`config.mk`:
```
export PLATFORM = sky130hd
export DESIGN_NAME = pcim_master
export DESIGN_NICKNAME = d
export VERILOG_FILES = /design/src/pcim_master.v /design/src/pcim_parity.v /design/src/pcim_sync.v
export VERILOG_INCLUDE_DIRS = /design/src
export SDC_FILE = /design/constraint.sdc
export NUM_CORES = 1
export LEC_CHECK = 0
export BUFFER_PORTS_ARGS = -buffer_cell sky130_fd_sc_hd__buf_2
export CORE_UTILIZATION = 57
export DETAILED_ROUTE_END_ITERATION = 12
export GPL_ROUTABILITY_DRIVEN = 0
export PLACE_DENSITY = 0.86
export SYNTH_ARGS = -nofsm -noshare
export SYNTH_HDL_FRONTEND = slang
export SYNTH_HIERARCHICAL = 1
export SYNTH_SLANG_ARGS = --single-unit
```
`constraint.sdc`:
```
create_clock -name clock_i -period 2.85 [get_ports clock_i]
set_clock_uncertainty 0.05 [all_clocks]
set_input_delay 0.57 -clock clock_i [delete_from_list [all_inputs] [get_ports clock_i]]
set_output_delay 0.57 -clock clock_i [all_outputs]
set_load 0.1 [all_outputs]
```
`src/pcim_consts.vh`:
```
// Constants for the bus master controller: commands, widths and parity timing.
`ifndef PCIM_CONSTS_VH
`define PCIM_CONSTS_VH
`define PCIM_AD_W        32
`define PCIM_CBE_W       4
`define PCIM_CMD_IO_RD   4'h2
`define PCIM_CMD_IO_WR   4'h3
`define PCIM_CMD_MEM_RD  4'h6
`define PCIM_CMD_MEM_WR  4'h7
`define PCIM_CMD_CFG_RD  4'ha
`define PCIM_CMD_CFG_WR  4'hb
`define PCIM_CMD_WR_BIT  0
`define PCIM_DW_MASK     32'hfffffffc
`define PCIM_PAR_LAG     1
`endif

```
`src/pcim_master.v`:
```
// Bus master controller that runs single data phase reads and writes on the shared bus.
//
// How it works
// - Drive each owned sustained line high one cycle before releasing it.
// - Assert a sustained line only a cycle after the previous owner released it.
// - Open-drain lines are only pulled low or released, never driven high.
// - Each transaction has one address phase then one data phase on AD.
// - I/O addresses are byte addresses; memory and configuration use doubleword addresses.
// - Command lines carry the bus command during the address phase.
// - Byte enables stay valid for the whole data phase.
// - Parity makes ones across AD, command lines and parity even.
// - Address parity is driven one clock after the address phase.
// - Data parity valid one clock after the ready of the data driver.
// - Parity held until one clock after the data phase completes.
// - Master drives parity for address and write phases; target for reads.
// - A data phase completes when both ready lines are sampled low together.
// - Frame asserted at start, deasserted during the final data phase.
`timescale 1ns/1ps
`include "pcim_consts.vh"
module pcim_master
#(
	parameter AD_W  = `PCIM_AD_W,
	parameter CBE_W = `PCIM_CBE_W
)
(
	// Clock and reset.
	input  wire             clock_i,
	input  wire             sys_rst_i,
	// User request port.
	input  wire             req_valid_i,
	input  wire [3:0]       req_cmd_i,
	input  wire [AD_W-1:0]  req_addr_i,
	input  wire [AD_W-1:0]  req_wdata_i,
	input  wire [CBE_W-1:0] req_be_n_i,
	output reg              req_ready_o,
	// User answer port.
	output reg              rsp_valid_o,
	output reg  [AD_W-1:0]  rsp_rdata_o,
	output reg              rsp_perr_o,
	// Address/data lines.
	input  wire [AD_W-1:0]  ad_in_i,
	output reg  [AD_W-1:0]  ad_out_o,
	output reg              ad_oe_o,
	// Command/byte-enable lines.
	output reg  [CBE_W-1:0] cbe_n_out_o,
	output reg              cbe_oe_o,
	// Parity line.
	input  wire             par_in_i,
	output reg              par_out_o,
	output reg              par_oe_o,
	// Frame and initiator ready, sustained lines owned by the master.
	output reg              frame_n_out_o,
	output reg              frame_n_oe_o,
	output reg              irdy_n_out_o,
	output reg              irdy_n_oe_o,
	// Target ready, sampled from the target.
	input  wire             trdy_n_i,
	// Parity error, sustained line driven low on a bad read.
	output reg              perr_n_out_o,
	output reg              perr_n_oe_o,
	// Shared open-drain error line, never driven high and never pulled low; always left released.
	output reg              serr_n_out_o,
	output reg              serr_n_oe_o,
	// Bus idle sense: frame and initiator ready as seen on the wires.
	input  wire             frame_n_i,
	input  wire             irdy_n_i
);
	localparam ST_IDLE = 3'h0;
	localparam ST_ADDR = 3'h1;
	localparam ST_DATA = 3'h2;
	localparam ST_PARK = 3'h3;
	localparam ST_TURN = 3'h4;

	reg  [2:0]       state;
	reg  [2:0]       next_state;
	reg              is_write;
	reg  [AD_W-1:0]  wdata;
	reg  [CBE_W-1:0] be_n;
	reg              rd_check;
	reg  [AD_W-1:0]  rd_hold;
	reg  [CBE_W-1:0] rd_be_hold;
	reg              bus_free;
	wire [AD_W-1:0]  ad_s;
	wire             par_s;
	wire             trdy_s;
	wire             frame_s;
	wire             irdy_s;
	wire             drv_par;
	wire             rd_par;
	wire [AD_W-1:0]  addr_fmt;

	// Align the address as the command demands.
	// Only I/O commands keep the two low address bits; the others address whole words.
	function [AD_W-1:0] pcim_fmt_addr;
		input [3:0]      cmd;
		input [AD_W-1:0] addr;
		begin
			if (cmd == `PCIM_CMD_IO_RD || cmd == `PCIM_CMD_IO_WR)
				pcim_fmt_addr = addr;
			else
				pcim_fmt_addr = addr & `PCIM_DW_MASK;
		end
	endfunction

	// All bus inputs cross two flip-flops; this costs two cycles of turnaround latency.
	pcim_sync #(.W(AD_W + 4), .RST_VAL(1'b1)) u_sync
	(
		.clock_i   (clock_i),
		.sys_rst_i (sys_rst_i),
		.d_i       ({ad_in_i, par_in_i, trdy_n_i, frame_n_i, irdy_n_i}),
		.q_o       ({ad_s, par_s, trdy_s, frame_s, irdy_s})
	);

	// Parity on what the master itself puts on the lines.
	// It is combinational on the registered lines; par_out_o registers it, so the pin is one clock behind them.
	pcim_parity u_par_tx
	(
		.ad_i  (ad_out_o),
		.cbe_i (cbe_n_out_o),
		.par_o (drv_par)
	);

	// Parity expected for captured read data.
	pcim_parity u_par_rx
	(
		.ad_i  (rd_hold),
		.cbe_i (rd_be_hold),
		.par_o (rd_par)
	);

	assign addr_fmt = pcim_fmt_addr(req_cmd_i, req_addr_i);

	// Next state: address, one data phase, park lines high, then release.
	always @*
	begin
		next_state = state;
		case (state)
			ST_IDLE:
				if (req_valid_i && bus_free)
					next_state = ST_ADDR;
			ST_ADDR:
				next_state = ST_DATA;
			ST_DATA:
				if (!trdy_s)
					next_state = ST_PARK;
			ST_PARK:
				next_state = ST_TURN;
			ST_TURN:
				next_state = ST_IDLE;
			default:
				next_state = ST_IDLE;
		endcase
	end

	// Bus is free only after frame and initiator ready were seen high and floated a cycle.
	// The pins are read through the synchroniser, so a release by another master is
	// noticed two cycles late; this only delays the take, it never shortens the gap.
	always @(posedge clock_i)
	begin
		if (sys_rst_i)
			bus_free <= 1'b0;
		else
			bus_free <= frame_s && irdy_s && !frame_n_oe_o && !irdy_n_oe_o;
	end

	// Drives the address, command, parity, frame and initiator ready lines on the rising edge.
	always @(posedge clock_i)
	begin
		if (sys_rst_i)
		begin
			state         <= ST_IDLE;
			is_write      <= 1'b0;
			wdata         <= 32'h0;
			be_n          <= 4'hf;
			ad_out_o      <= 32'h0;
			ad_oe_o       <= 1'b0;
			cbe_n_out_o   <= 4'hf;
			cbe_oe_o      <= 1'b0;
			par_out_o     <= 1'b0;
			par_oe_o      <= 1'b0;
			frame_n_out_o <= 1'b1;
			frame_n_oe_o  <= 1'b0;
			irdy_n_out_o  <= 1'b1;
			irdy_n_oe_o   <= 1'b0;
			req_ready_o   <= 1'b0;
			rsp_valid_o   <= 1'b0;
			rsp_rdata_o   <= 32'h0;
		end
		else
		begin
			state       <= next_state;
			req_ready_o <= 1'b0;
			rsp_valid_o <= 1'b0;
			// Parity always follows the lines of the previous cycle.
			par_out_o   <= drv_par;
			case (state)
				ST_IDLE:
					if (req_valid_i && bus_free)
					begin
						// Address phase: frame low, command on the byte-enable lines.
						req_ready_o   <= 1'b1;
						is_write      <= req_cmd_i[`PCIM_CMD_WR_BIT];
						wdata         <= req_wdata_i;
						be_n          <= req_be_n_i;
						ad_out_o      <= addr_fmt;
						ad_oe_o       <= 1'b1;
						cbe_n_out_o   <= req_cmd_i;
						cbe_oe_o      <= 1'b1;
						frame_n_out_o <= 1'b0;
						frame_n_oe_o  <= 1'b1;
						irdy_n_out_o  <= 1'b1;
						irdy_n_oe_o   <= 1'b1;
					end
				ST_ADDR:
				begin
					// Single data phase, so frame rises as initiator ready falls.
					frame_n_out_o <= 1'b1;
					irdy_n_out_o  <= 1'b0;
					cbe_n_out_o   <= be_n;
					par_oe_o      <= 1'b1;
					ad_out_o      <= is_write ? wdata : 32'h0;
					ad_oe_o       <= is_write;
				end
				ST_DATA:
				begin
					// Write parity stays driven one clock past the completing phase.
					par_oe_o <= is_write;
					// Target ready is seen two cycles late, so initiator ready stays low for
					// two cycles after the target has finished; the target must ignore that.
					if (!trdy_s)
					begin
						irdy_n_out_o <= 1'b1;
						ad_oe_o      <= 1'b0;
						cbe_oe_o     <= 1'b0;
						rsp_valid_o  <= 1'b1;
						rsp_rdata_o  <= ad_s;
					end
				end
				ST_PARK:
				begin
					// Lines sat high at least one cycle; now float them.
					frame_n_oe_o <= 1'b0;
					irdy_n_oe_o  <= 1'b0;
					par_oe_o     <= 1'b0;
				end
				ST_TURN:
					par_oe_o <= 1'b0;
				default:
					par_oe_o <= 1'b0;
			endcase
		end
	end

	// Capture read data to check the target's parity a clock later.
	// Parity trails its data by one clock on the pins and through the same two flip-flops,
	// so the held word lines up with the parity bit seen on the next edge.
	always @(posedge clock_i)
	begin
		if (sys_rst_i)
		begin
			rd_check   <= 1'b0;
			rd_hold    <= 32'h0;
			rd_be_hold <= 4'hf;
		end
		else
		begin
			rd_check   <= (state == ST_DATA) && !trdy_s && !is_write;
			rd_hold    <= ad_s;
			rd_be_hold <= be_n;
		end
	end

	// Read parity error: pulse the parity error line low; the open-drain error line stays released.
	always @(posedge clock_i)
	begin
		if (sys_rst_i)
		begin
			rsp_perr_o   <= 1'b0;
			perr_n_out_o <= 1'b1;
			perr_n_oe_o  <= 1'b0;
			serr_n_out_o <= 1'b0;
			serr_n_oe_o  <= 1'b0;
		end
		else
		begin
			rsp_perr_o   <= rd_check && (rd_par != par_s);
			serr_n_out_o <= 1'b0;
			serr_n_oe_o  <= 1'b0;
			// The error line is parked high for one cycle before it floats, like frame and ready.
			if (rd_check && (rd_par != par_s))
			begin
				perr_n_out_o <= 1'b0;
				perr_n_oe_o  <= 1'b1;
			end
			else if (!perr_n_out_o)
				perr_n_out_o <= 1'b1;
			else
				perr_n_oe_o  <= 1'b0;
		end
	end
endmodule // pcim_master

```
`src/pcim_parity.v`:
```
// Even parity generator over the address/data and command/byte-enable lines.
`timescale 1ns/1ps
module pcim_parity
(
	// Lines covered by parity.
	input  wire [31:0] ad_i,
	input  wire [3:0]  cbe_i,
	// Parity bit that makes the total count of ones even.
	output wire        par_o
);
	// Xor of all covered bits gives the bit that evens out the count.
	assign par_o = ^{ad_i, cbe_i};
endmodule // pcim_parity

```
`src/pcim_sync.v`:
```
// Two flip-flop synchroniser for a bundle of bus input lines.
`timescale 1ns/1ps
module pcim_sync
#(
	parameter W = 1,
	parameter RST_VAL = 1'b1
)
(
	// Clock and reset.
	input  wire         clock_i,
	input  wire         sys_rst_i,
	// Raw and synchronised lines.
	input  wire [W-1:0] d_i,
	output reg  [W-1:0] q_o
);
	reg [W-1:0] meta;

	// Only the second stage reads the first one.
	always @(posedge clock_i)
	begin
		if (sys_rst_i)
		begin
			meta <= {W{RST_VAL}};
			q_o  <= {W{RST_VAL}};
		end
		else
		begin
			meta <= d_i;
			q_o  <= meta;
		end
	end
endmodule // pcim_sync

```
* After elaboration in Yosys (flattened, before gate mapping)
Cells that the tools add are included.
** Word-level totals
- Bits in registers :: 230
- Output and inout port bits :: 83
** Cells by class
- Bitwise logic cells :: 3
- Mux-type cells :: 24
- Reduce and logical (&&, ||, !) cells :: 28
- Eq/ne operators :: 8
** Operator list (number)
- $reduce_xor 36->1 :: 2
- $mux 32 :: 2
- $pmux 32 s2 :: 1
- $pmux 3 s4 :: 1
- $reduce_and 2->1 :: 5
- $mux 1 :: 9
- $pmux 1 s3 :: 3
- $eq 4x2->1 const B :: 2
- $pmux 4 s2 :: 1
- $reduce_bool 2->1 :: 4
- $logic_and 1x1->1 :: 7
- $eq 3x2->1 const B :: 2
- $mux 3 :: 2
- $pmux 1 s2 :: 3
- $reduce_and 3->1 :: 2
- $mux 4 :: 1
- $ne 2x2->1 const B :: 2
- $reduce_or 2->1 :: 2
- $eq 3x1->1 const B :: 1
- $logic_not 1->1 :: 3
- $logic_not 3->1 :: 1
- $not 1->1 :: 3
- $reduce_bool 3->1 :: 1
- $mux 2 :: 1
- other kinds (2) :: 2

* Logic depth before layout (Yosys ltp)
Gate-level depths: netlist of the first run.
- Word-level depth :: 5
- Depth in mapped cells :: 8
- Mapped depth without buffers :: 8

* Hierarchy
The synthesis of the first run kept the hierarchy.
** Modules (own cells, without submodules)
- pcim_master :: sequential area each 3163.0 um^2, times used 1, cells an instance 614, area an instance 5751.8 um^2
- pcim_sync :: sequential area each 1441.4 um^2, times used 1, cells an instance 151, area an instance 1926.8 um^2
- pcim_parity :: sequential area each 0.0 um^2, times used 2, cells an instance 34, area an instance 311.5 um^2

* Least setup slack after synthesis of the first run
OpenSTA, ideal clock, no wires.
- Path kind :: register -> register
- From :: reg ad_out_o[30]
- To :: reg par_out_o
- Arrival time :: 2.131 ns
- Cell stages (with the launch flop) :: 7
- Clock period less this slack :: 2.308 ns
- Slack :: 0.542 ns
- Path through :: dfxtp_1 xnor2_1 xnor2_1 xnor2_1 xnor3_1 xnor2_1 nor2b_1
** On the way
- Cells in the longest elaborated chain, start to end :: 1
** RTL lines
- start, declared :: line pcim_master.v:42 : output reg [AD_W-1:0] ad_out_o,
- start signal, assigned :: line pcim_master.v:205 : ad_out_o <= addr_fmt;
- start signal, assigned :: line pcim_master.v:221 : ad_out_o <= is_write ? wdata : 32'h0;
- $reduce_xor 36->1 :: line pcim_parity.v:12 : assign par_o = ^{ad_i, cbe_i};
- via drv_par :: line pcim_master.v:88 : wire drv_par;
- end signal, assigned :: line pcim_master.v:195 : par_out_o <= drv_par;
- end, declared :: line pcim_master.v:49 : output reg par_out_o,
The timed path passes the listed nets, and every way through them passes these cells.
A chain may end at the register's enable or synchronous reset.

* Worst setup path after layout of the first run
- From :: reg state[1]
- To :: reg rsp_rdata_o[13]
** On the way
- Cells in the longest elaborated chain, start to end :: 2
** RTL lines
- start, declared :: line pcim_master.v:74 : reg [2:0] state;
- start signal, assigned :: line pcim_master.v:191 : state <= next_state;
- $eq 3x2->1 :: line pcim_master.v:196 : case (state)
- $reduce_and 2->1 (no source line)
- end signal, assigned :: line pcim_master.v:236 : rsp_rdata_o <= ad_s;
- end, declared :: line pcim_master.v:38 : output reg [AD_W-1:0] rsp_rdata_o,
Every way passes these cells.

==> results of run 1 <==
state kept, by name (all words and copies together), names as in the netlist, 3 cells and up:
signal / count
cbe_n_out_o: 4
rd_hold: 32
rsp_rdata_o: 32
be_n: 4
u_sync/meta: 36
u_sync/q_o: 36
state: 3
ad_out_o: 32
rd_be_hold: 4
wdata: 32
cells by family (layout without fill, tap and decap cells):
family / after synthesis / after routing / share of synthesized area [%]
AO/OA/AOI/OAI: 217 / 217 / 15.8
other: 1 / 4 / 0.0452
AND/OR/NAND/NOR: 240 / 240 / 15.8
multiplexers: 4 / 4 / 0.482
flip-flops: 230 / 230 / 55.5
buffers and inverters: 71 / 247 / 4.69
XOR/XNOR: 70 / 70 / 7.72
worst max-delay path: stages (launching register included):
cell and delay [ps]:
dfxtp_1 560, or4b_1 850, buf_4 360, nand2_1 100, a21oi_1 60
final timing paths:
| check | start | end | cells past startpoint |
|---|---|---|---|
| max | state[1] | rsp_rdata_o[13] | 4 |
| min | ad_in_i[27] | u_sync/meta[31] | 2 |
| max reg2reg | state[1] | rsp_rdata_o[13] | 4 |
| min reg2reg | u_sync/meta[13] | u_sync/q_o[13] | 1 |
cell usage in the layout, fill, tap and decap left out, drive strengths merged:
master	instances
dfxtp	230
buf	204
a21oi	101
or2	77
nand2	72
xnor2	59
o21ai	35
a211oi	34
nand3	34
nor2b	33
a22oi	30
clkbuf	26
xor2	9
a211o	8
nor3	8
clkinv	7
clkinvlp	6
nor2	6
mux2i	4
a21boi	4
diode	2
inv	2
and4bb	2
a32oi	2
nand3b	2
conb	2
bufinv	2
xnor3	2
a21o	1
or3b	1
nor3b	1
nor4b	1
or4b	1
nand4bb	1
nor4	1
o21bai	1
a2111o	1
layer usage:
layer | wire length, um | track usage, %
met2 | 8730 | 40.8
met5 | 0 | 0
met4 | 587 | 10.1
met1 | 7770 | 30.1
met3 | 1300 | 5.62
power breakdown:
group          internal (mW)  switching, mW  total, mW  leakage [nW]
logic                  0.582           1.04       1.62          1.77
registers               3.40          0.111       3.51          1.90
clock network           1.72           1.23       2.95         0.356
area by class of cell:
type                            count  share of cell area (%)
Antenna cell                        2                  0.0500
Clock buffer                       26                    6.06
Clock inverter                     15                    1.48
Inverter                            2                  0.0750
Multi-Input combinational cell    533                    33.1
Sequential cell                   230                    46.0
Tap cell                          180                    2.25
Timing Repair Buffer              204                    11.0
==> impl_metrics.json, run 1 <==
{
  "required_ps": 3130,
  "power_mw": 8.08,
  "finalCritPeriodShare_pct": 75.3,
  "synthFlopType": "dfxtp_1",
  "avgSynthCellArea_sq_um": 9.97,
  "hold_class": "input pin to register",
  "rsz0062_at_grt": "false",
  "cts_tree": "built",
  "yosys-top-cells-area": "dfxtp_1 (55%), xnor2_1 (6.2%), a21oi_1 (6.0%)",
  "cts_buffers": 23,
  "vias_per_cell": 5.35,
  "via_count": 6380,
  "ys_seq_elements": 230,
  "dp.cells": 1149,
  "netlist.area_leader.share_pct": 55.5,
  "post-route-util_pct": 71.3,
  "grt_pass1_wl_um": 29100,
  "clockRootBuffer": "clkbuf_16",
  "cts-htree-levels": 1,
  "fillCellCount": 1059,
  "p_per_area_mw_per_mm2": 808,
  "grt_overflow": 0,
  "dp_hpwl_um": 11600,
  "drive_gt1_share_pct": 29.9,
  "finalCriticalPeriod_ps": 2150,
  "drcViolationCount": 0,
  "core_area_sq_mm": 0.0140,
  "insertion_delay_ps": 490,
  "drtIter0Drc": 487,
  "path_clk_slew_ps": 60,
  "clock-sinks": 230,
  "synth.most_common_cell": "dfxtp_1",
  "grt_usage_pct": 24.4,
  "cts_resized": 0,
  "start_util_pct": 59.1,
  "crit_type": "register to register",
  "setup_viol": 0,
  "synth_enable_flop_cells": 0,
  "rows": 43,
  "drt_first_pass_iters": 5,
  "layout_setup_ws_ps": 705,
  "multi_input_area_sq_mm": 0.00331,
  "ff2ff_setup_slack_ps": 700,
  "boundaryPins": 194,
  "cts_hold_buf": 0,
  "path_max_fanout": 20,
  "cp.arrival_ps": 2430,
  "die_w_um": 123,
  "relSlewSlack_pct": 36.1,
  "status": "completed",
  "synth_common_cells": "dfxtp_1 (230), a21oi_1 (99), nand2_1 (72)",
  "ys.warnings.count": 6,
  "fmaxAchievable_ghz": 0.466,
  "design_area_sq_mm": 0.0100,
  "cts.repair_timing.setup_buffer_count": 0,
  "post_drt_wl_per_cell_um": 15.4,
  "ir_worst_vdd_mv": 0.557,
  "cp-start-kind": "register",
  "syn_area_sq_mm": 0.00830,
  "dp_slack_ps": 694,
  "die_h_um": 123,
  "final_hold_viol_count": 0,
  "worst_pin_slew_ps": 959,
  "yosys.area.top_type": "dfxtp_1",
  "wirelength_um": 18400,
  "async_flop_share_pct": 0,
  "yosysSeqAreaShare_pct": 55.5,
  "syn_to_final_growth_pct": 20.6,
  "max_cap_violations": 0,
  "grt_pass1_vias": 6059,
  "antenna_found_initial": 2,
  "grt_max_degree": 156,
  "tns_ps": 0,
  "clk_path_buf_depth": 3,
  "num-nets-final": 1105,
  "die_area_sq_mm": 0.0151,
  "port_buffers": 191,
  "placed_cell_area_sq_mm": 0.00925,
  "instances_no_fill": 1192,
  "synth.distinct_cells": 41,
  "p_leak_nw": 4.02,
  "hold_ws_ps": 200,
  "ant_nets": 0,
  "synth_cells": 833,
  "regArea_sq_mm": 0.00461,
  "drv_slew": 0,
  "critPathCaptureType": "register"
}
No activity file was read; power rests on OpenSTA's default activity.
==> run 2, diff against run 1 <==
--- a/config.mk
+++ b/config.mk
@@ -6,11 +6,12 @@
 export SDC_FILE = /design/constraint.sdc
 export NUM_CORES = 1
 export LEC_CHECK = 0
+export ABC_AREA = 1
 export BUFFER_PORTS_ARGS = -buffer_cell sky130_fd_sc_hd__buf_2
-export CORE_UTILIZATION = 57
+export CORE_UTILIZATION = 49
 export DETAILED_ROUTE_END_ITERATION = 12
 export GPL_ROUTABILITY_DRIVEN = 0
-export PLACE_DENSITY = 0.86
+export PLACE_DENSITY = 0.77
 export SYNTH_ARGS = -nofsm -noshare
 export SYNTH_HDL_FRONTEND = slang
 export SYNTH_HIERARCHICAL = 1
==> constraint.sdc (replaced) <==
create_clock -name clock_i -period 1.9 [get_ports clock_i]
set_clock_uncertainty 0.05 [all_clocks]
set_input_delay 0.38 -clock clock_i [delete_from_list [all_inputs] [get_ports clock_i]]
set_output_delay 0.38 -clock clock_i [all_outputs]
set_load 0.1 [all_outputs]
==> impl_metrics.json, run 2 <==
{
  "ys.warnings.count": 6,
  "slowest_delay_ps": 470,
  "drive_gt1_share_pct": 21.2,
  "dp_slack_ps": 188,
  "yosysSeqAreaShare_pct": 48.5,
  "path_max_fanout": 4,
  "worst_pin_slew_ps": 521,
  "drv_slew": 0,
  "insertion_delay_ps": 540,
  "ff2ff_setup_slack_ps": 160,
  "setup_viol": 0,
  "yosys-top-cells-area": "dfxtp_1 (48%), nand2_1 (22%), inv_1 (8.0%)",
  "core_area_sq_mm": 0.0188,
  "avgSynthCellArea_sq_um": 6.91,
  "synth_enable_flop_cells": 0,
  "clock-sinks": 230,
  "path_delay_family": "buffers and inverters",
  "ant_nets": 0,
  "status": "completed",
  "grt_max_degree": 66,
  "finalCritPeriodShare_pct": 97.0,
  "start_util_pct": 50.4,
  "ys_seq_elements": 230,
  "drt_first_pass_iters": 7,
  "wirelength_um": 23000,
  "synthFlopType": "dfxtp_1",
  "synth_cells": 1374,
  "cp.arrival_ps": 1410,
  "dp_hpwl_um": 15400,
  "synth_common_cells": "nand2_1 (547), dfxtp_1 (230), inv_1 (203)",
  "rows": 50,
  "num-nets-final": 1704,
  "reg_top3": "u_sync/meta x36, u_sync/q_o x36",
  "drtIter0Drc": 482,
  "cp_slowest_cell": "buf_2",
  "boundaryPins": 194,
  "die_area_sq_mm": 0.0199,
  "cts_tree": "built",
  "layout_setup_ws_ps": 56.3,
  "synth.distinct_cells": 29,
  "grt_overflow": 0,
  "cts.repair_timing.setup_buffer_count": 0,
  "die_w_um": 141,
  "cp-start-kind": "register",
  "p_per_area_mw_per_mm2": 1110,
  "syn_area_sq_mm": 0.00950,
  "cts-htree-levels": 1,
  "cts_buffers": 24,
  "path_clk_slew_ps": 60,
  "grt_pass1_wl_um": 35700,
  "async_flop_share_pct": 0,
  "layout_commonest_cell": "nand2_1",
  "yosys.area.top_type": "dfxtp_1",
  "relSlewSlack_pct": 65.5,
  "required_ps": 1470,
  "placed_cell_area_sq_mm": 0.0107,
  "final_cell_mix": "nand2_1 (538), inv_1 (201), buf_2 (191)",
  "max_cap_violations": 0,
  "path_buf_inv": 1,
  "die_h_um": 141,
  "ir_worst_vdd_mv": 0.702,
  "post_drt_wl_per_cell_um": 12.2,
  "synth.most_common_cell": "nand2_1",
  "port_buffers": 191,
  "final_hold_viol_count": 0,
  "grt_pass1_vias": 7648,
  "clk_path_buf_depth": 3,
  "antenna_found_initial": 6,
  "netlist.area_leader.share_pct": 48.5,
  "via_count": 8543,
  "p_leak_nw": 6.58,
  "clockRootBuffer": "clkbuf_16",
  "grt_usage_pct": 22.4,
  "critPathCaptureType": "primary output",
  "syn_to_final_growth_pct": 26.8,
  "power_mw": 13.4,
  "crit_type": "register to primary output",
  "fmaxAchievable_ghz": 0.542,
  "hold_class": "input pin to register",
  "design_area_sq_mm": 0.0120,
  "crit_chain": "buf_2",
  "vias_per_cell": 4.55,
  "drcViolationCount": 0,
  "finalCriticalPeriod_ps": 1840
}
[run 2: cell count changes after synthesis, sizes merged, moves of 45 or more]
cell   previous run  this run
inv               2       215
xnor2            59        14
nand2            72       563
or2              77         0
nor2              6       114
[run 2: repair_timing]
item | 4_1_cts | 5_1_grt
hold buffers | 41 | 0
endpoints found under the hold margin | 41 | 0
gates resized for setup | 0 | 22
endpoints found under the setup margin | 0 | 2
[run 2: kinds of logic (layout without fill, tap and decap cells)]
group / Yosys count / in the layout / share of synthesized area, %
buf+inv: 272 / 508 / 12.4
xor+xnor: 27 / 27 / 2.65
flops: 230 / 230 / 48.5
compound gates: 137 / 137 / 7.23
other cells: 1 / 7 / 0.0395
simple gates: 707 / 707 / 29.2
[run 2: path summary, 6_finish.rpt]
path | start | to | cells past startpoint
setup / recovery | ad_out_o[31] | ad_out_o[31] | 1
hold / removal | req_cmd_i[0] | is_write | 3
setup reg to reg | rd_hold[5] | perr_n_out_o | 15
hold reg to reg | u_sync/meta[29] | u_sync/q_o[29] | 2
[run 2: area by class of cell]
cell class                 count  area, sq um
antenna                        5         12.5
clock buffer                  36          726
clock inverter                 8          169
fill                        1622         6790
inverter                     215          810
multi-input combinational    873         3760
sequential                   230         4660
tap                          260          325
timing repair buffer         249         1580
[run 2: report_power, final]
part	switching (mW)	leakage [nW]	total, mW	internal [mW]
Combinational	2.07	4.24	2.89	0.820
Sequential	0.221	1.91	5.37	5.15
Clock	1.96	0.438	5.16	3.20
Total	4.25	6.58	13.4	9.16
[run 2: per-stage QoR]
stage                     std cells  util, %  TNS [ps]  hold slack, ps
after floorplan                1375        -         0             330
after global placement         1786     56.7         0             334
after detailed placement       1786     56.7         0             343
after CTS                      1871     63.6         0            22.5
after global routing           1875     63.9     -29.3            43.0
final                          1876     64.0         0            42.4
[run 2: per-layer routing]
metal	vias up	share of wire (%)	GRT usage, %	routed length (um)
li1	4521	-	-	-
met1	3748	45	28.9	10400
met2	222	46	37.2	10600
met3	50	5.2	4.28	1200
met4	2	3.1	8.52	722
met5	-	0.035	0	8
==> run 3, diff against run 2 <==
--- a/config.mk
+++ b/config.mk
@@ -12,6 +12,7 @@
 export DETAILED_ROUTE_END_ITERATION = 12
 export GPL_ROUTABILITY_DRIVEN = 0
 export PLACE_DENSITY = 0.77
+export REMOVE_ABC_BUFFERS = 1
 export SYNTH_ARGS = -nofsm -noshare
 export SYNTH_HDL_FRONTEND = slang
 export SYNTH_HIERARCHICAL = 1
==> impl_metrics.json, run 3 (synthesis results as in run 2) <==
{
  "fillCellCount": 1615,
  "cts_tree": "built",
  "cp-start-kind": "register",
  "regArea_sq_mm": 0.00461,
  "core_area_sq_mm": 0.0188,
  "wirelength_um": 22200,
  "num-nets-final": 1697,
  "tns_ps": 0,
  "layout_commonest_cell": "nand2_1",
  "vias_per_cell": 4.54,
  "cp.arrival_ps": 1420,
  "clk_path_buf_depth": 3,
  "required_ps": 1470,
  "multi_input_area_sq_mm": 0.00374,
  "antenna_found_initial": 1,
  "reg2reg_from": "rd_hold[31]",
  "worst_pin_slew_ps": 522,
  "relSlewSlack_pct": 65.4,
  "dp_hpwl_um": 14200,
  "ant_nets": 0,
  "post_drt_wl_per_cell_um": 11.9,
  "path_max_fanout": 4,
  "cts-htree-levels": 1,
  "crit_path_start": "ad_out_o[29]",
  "cts.repair_timing.setup_buffer_count": 0,
  "die_w_um": 141,
  "crit_chain": "buf_2",
  "hold_class": "input pin to register",
  "die_area_sq_mm": 0.0199,
  "rsz0062_at_grt": "true",
  "ff2ff_setup_slack_ps": 110,
  "worstRegToRegCells": 15,
  "fmaxAchievable_ghz": 0.541,
  "drtIter0Drc": 455,
  "rows": 50,
  "port_buffers": 191,
  "finalCriticalPeriod_ps": 1850,
  "cp_slowest_cell": "buf_2",
  "critPathCaptureType": "primary output",
  "post-route-util_pct": 63.4,
  "p_per_area_mw_per_mm2": 1130,
  "die_h_um": 141,
  "grt_pass1_vias": 8009,
  "crit_type": "register to primary output",
  "reg_top3": "u_sync/meta x36, u_sync/q_o x36",
  "boundaryPins": 194,
  "placed_cell_area_sq_mm": 0.0106,
  "path_delay_family": "buffers and inverters",
  "drt_first_pass_iters": 4,
  "path_buf_inv": 1,
  "insertion_delay_ps": 520,
  "cts_buffers": 25,
  "setup_viol": 0,
  "p_leak_nw": 6.55,
  "drcViolationCount": 0,
  "whs_path_depth": 3,
  "worstHoldEndpoint": "be_n[3]",
  "grt_pass1_wl_um": 36200,
  "design_area_sq_mm": 0.0119,
  "drv_slew": 0,
  "syn_to_final_growth_pct": 25.7,
  "slowest_delay_ps": 470,
  "grt_usage_pct": 22.1,
  "path_clk_slew_ps": 60,
  "max_cap_violations": 0,
  "via_count": 8471,
  "ir_worst_vdd_mv": 0.960,
  "clock-sinks": 230,
  "hp-start": "req_be_n_i[3]",
  "clockRootBuffer": "clkbuf_16",
  "finalCritPeriodShare_pct": 97.2,
  "r2r_end": "perr_n_oe_o",
  "final_cell_mix": "nand2_1 (545), dfxtp_1 (222), inv_1 (201)",
  "start_util_pct": 50.4,
  "final_hold_viol_count": 0,
  "status": "completed",
  "grt_max_degree": 70,
  "grt_overflow": 0,
  "drive_gt1_share_pct": 18.6
}
## run 3: cell types whose count changed in the layout (fill, tap and decap cells not counted), sizes merged
cell	previous run	this run
clkinvlp	0	1
dlygate4sd3	41	36
clkinv	4	3
buf	208	205
diode	5	1
inv	215	216
bufinv	4	5
## run 3: worst max path at each step
stage | to | slack [ps] | cells after the start
after floorplan | frame_n_oe_o | -120 | 0
after global placement | perr_n_out_o | 290 | 15
after detailed placement | perr_n_out_o | 180 | 17
after CTS | ad_out_o[29] | 30 | 1
after global routing | perr_n_oe_o | -60 | 18
final | ad_out_o[29] | 50 | 1
## run 3: tightest hold or removal path, stage by stage
cell	delay (ps)
buf_2	80
nand2_1	60
nand2_1	60
## run 3: final cells by class
type / count / area share, %
multi-input cells: 873 / 31.3
clock inverters: 10 / 1.61
repair buffers: 241 / 12.8
clock buffers: 36 / 6.09
well taps: 260 / 2.73
inverters: 215 / 6.78
diodes: 1 / 0.0210
flip-flops and latches: 230 / 38.7
## run 3: timing repair
item                                   4_1_cts  5_1_grt
endpoints found under the hold margin       36        0
setup endpoints to repair                    0        3
hold buffers                                36        0
gates resized for setup                      0       16
## run 3: per-stage QoR
step           hold slack [ps]  power (mW)  worst slack [ps]  instances
6_report                  44.0        13.5              52.9       1866
5_1_grt                   27.7        14.2             -62.1       1865
4_1_cts                   6.09        13.6              26.8       1865
3_5_place_dp               343        8.23               180       1783
3_3_place_gp               337        8.15               289       1783
2_1_floorplan              330        7.59              -115       1318
## run 3: metal layers
metal	vias up	global-route usage (%)	wire [um]
met2	219	39.9	10600
li1	4488	-	-
met5	-	0	0
met4	0	5.84	401
met1	3736	27.0	9810
met3	28	3.94	1340
## run 3: power breakdown
| group | switching, mW | total, mW | internal, mW | leakage (nW) |
|---|---|---|---|---|
| clock | 1.95 | 5.30 | 3.35 | 0.449 |
| combinational | 2.08 | 2.88 | 0.797 | 4.20 |
| sequential | 0.218 | 5.34 | 5.12 | 1.90 |
| total | 4.25 | 13.5 | 9.27 | 6.55 |
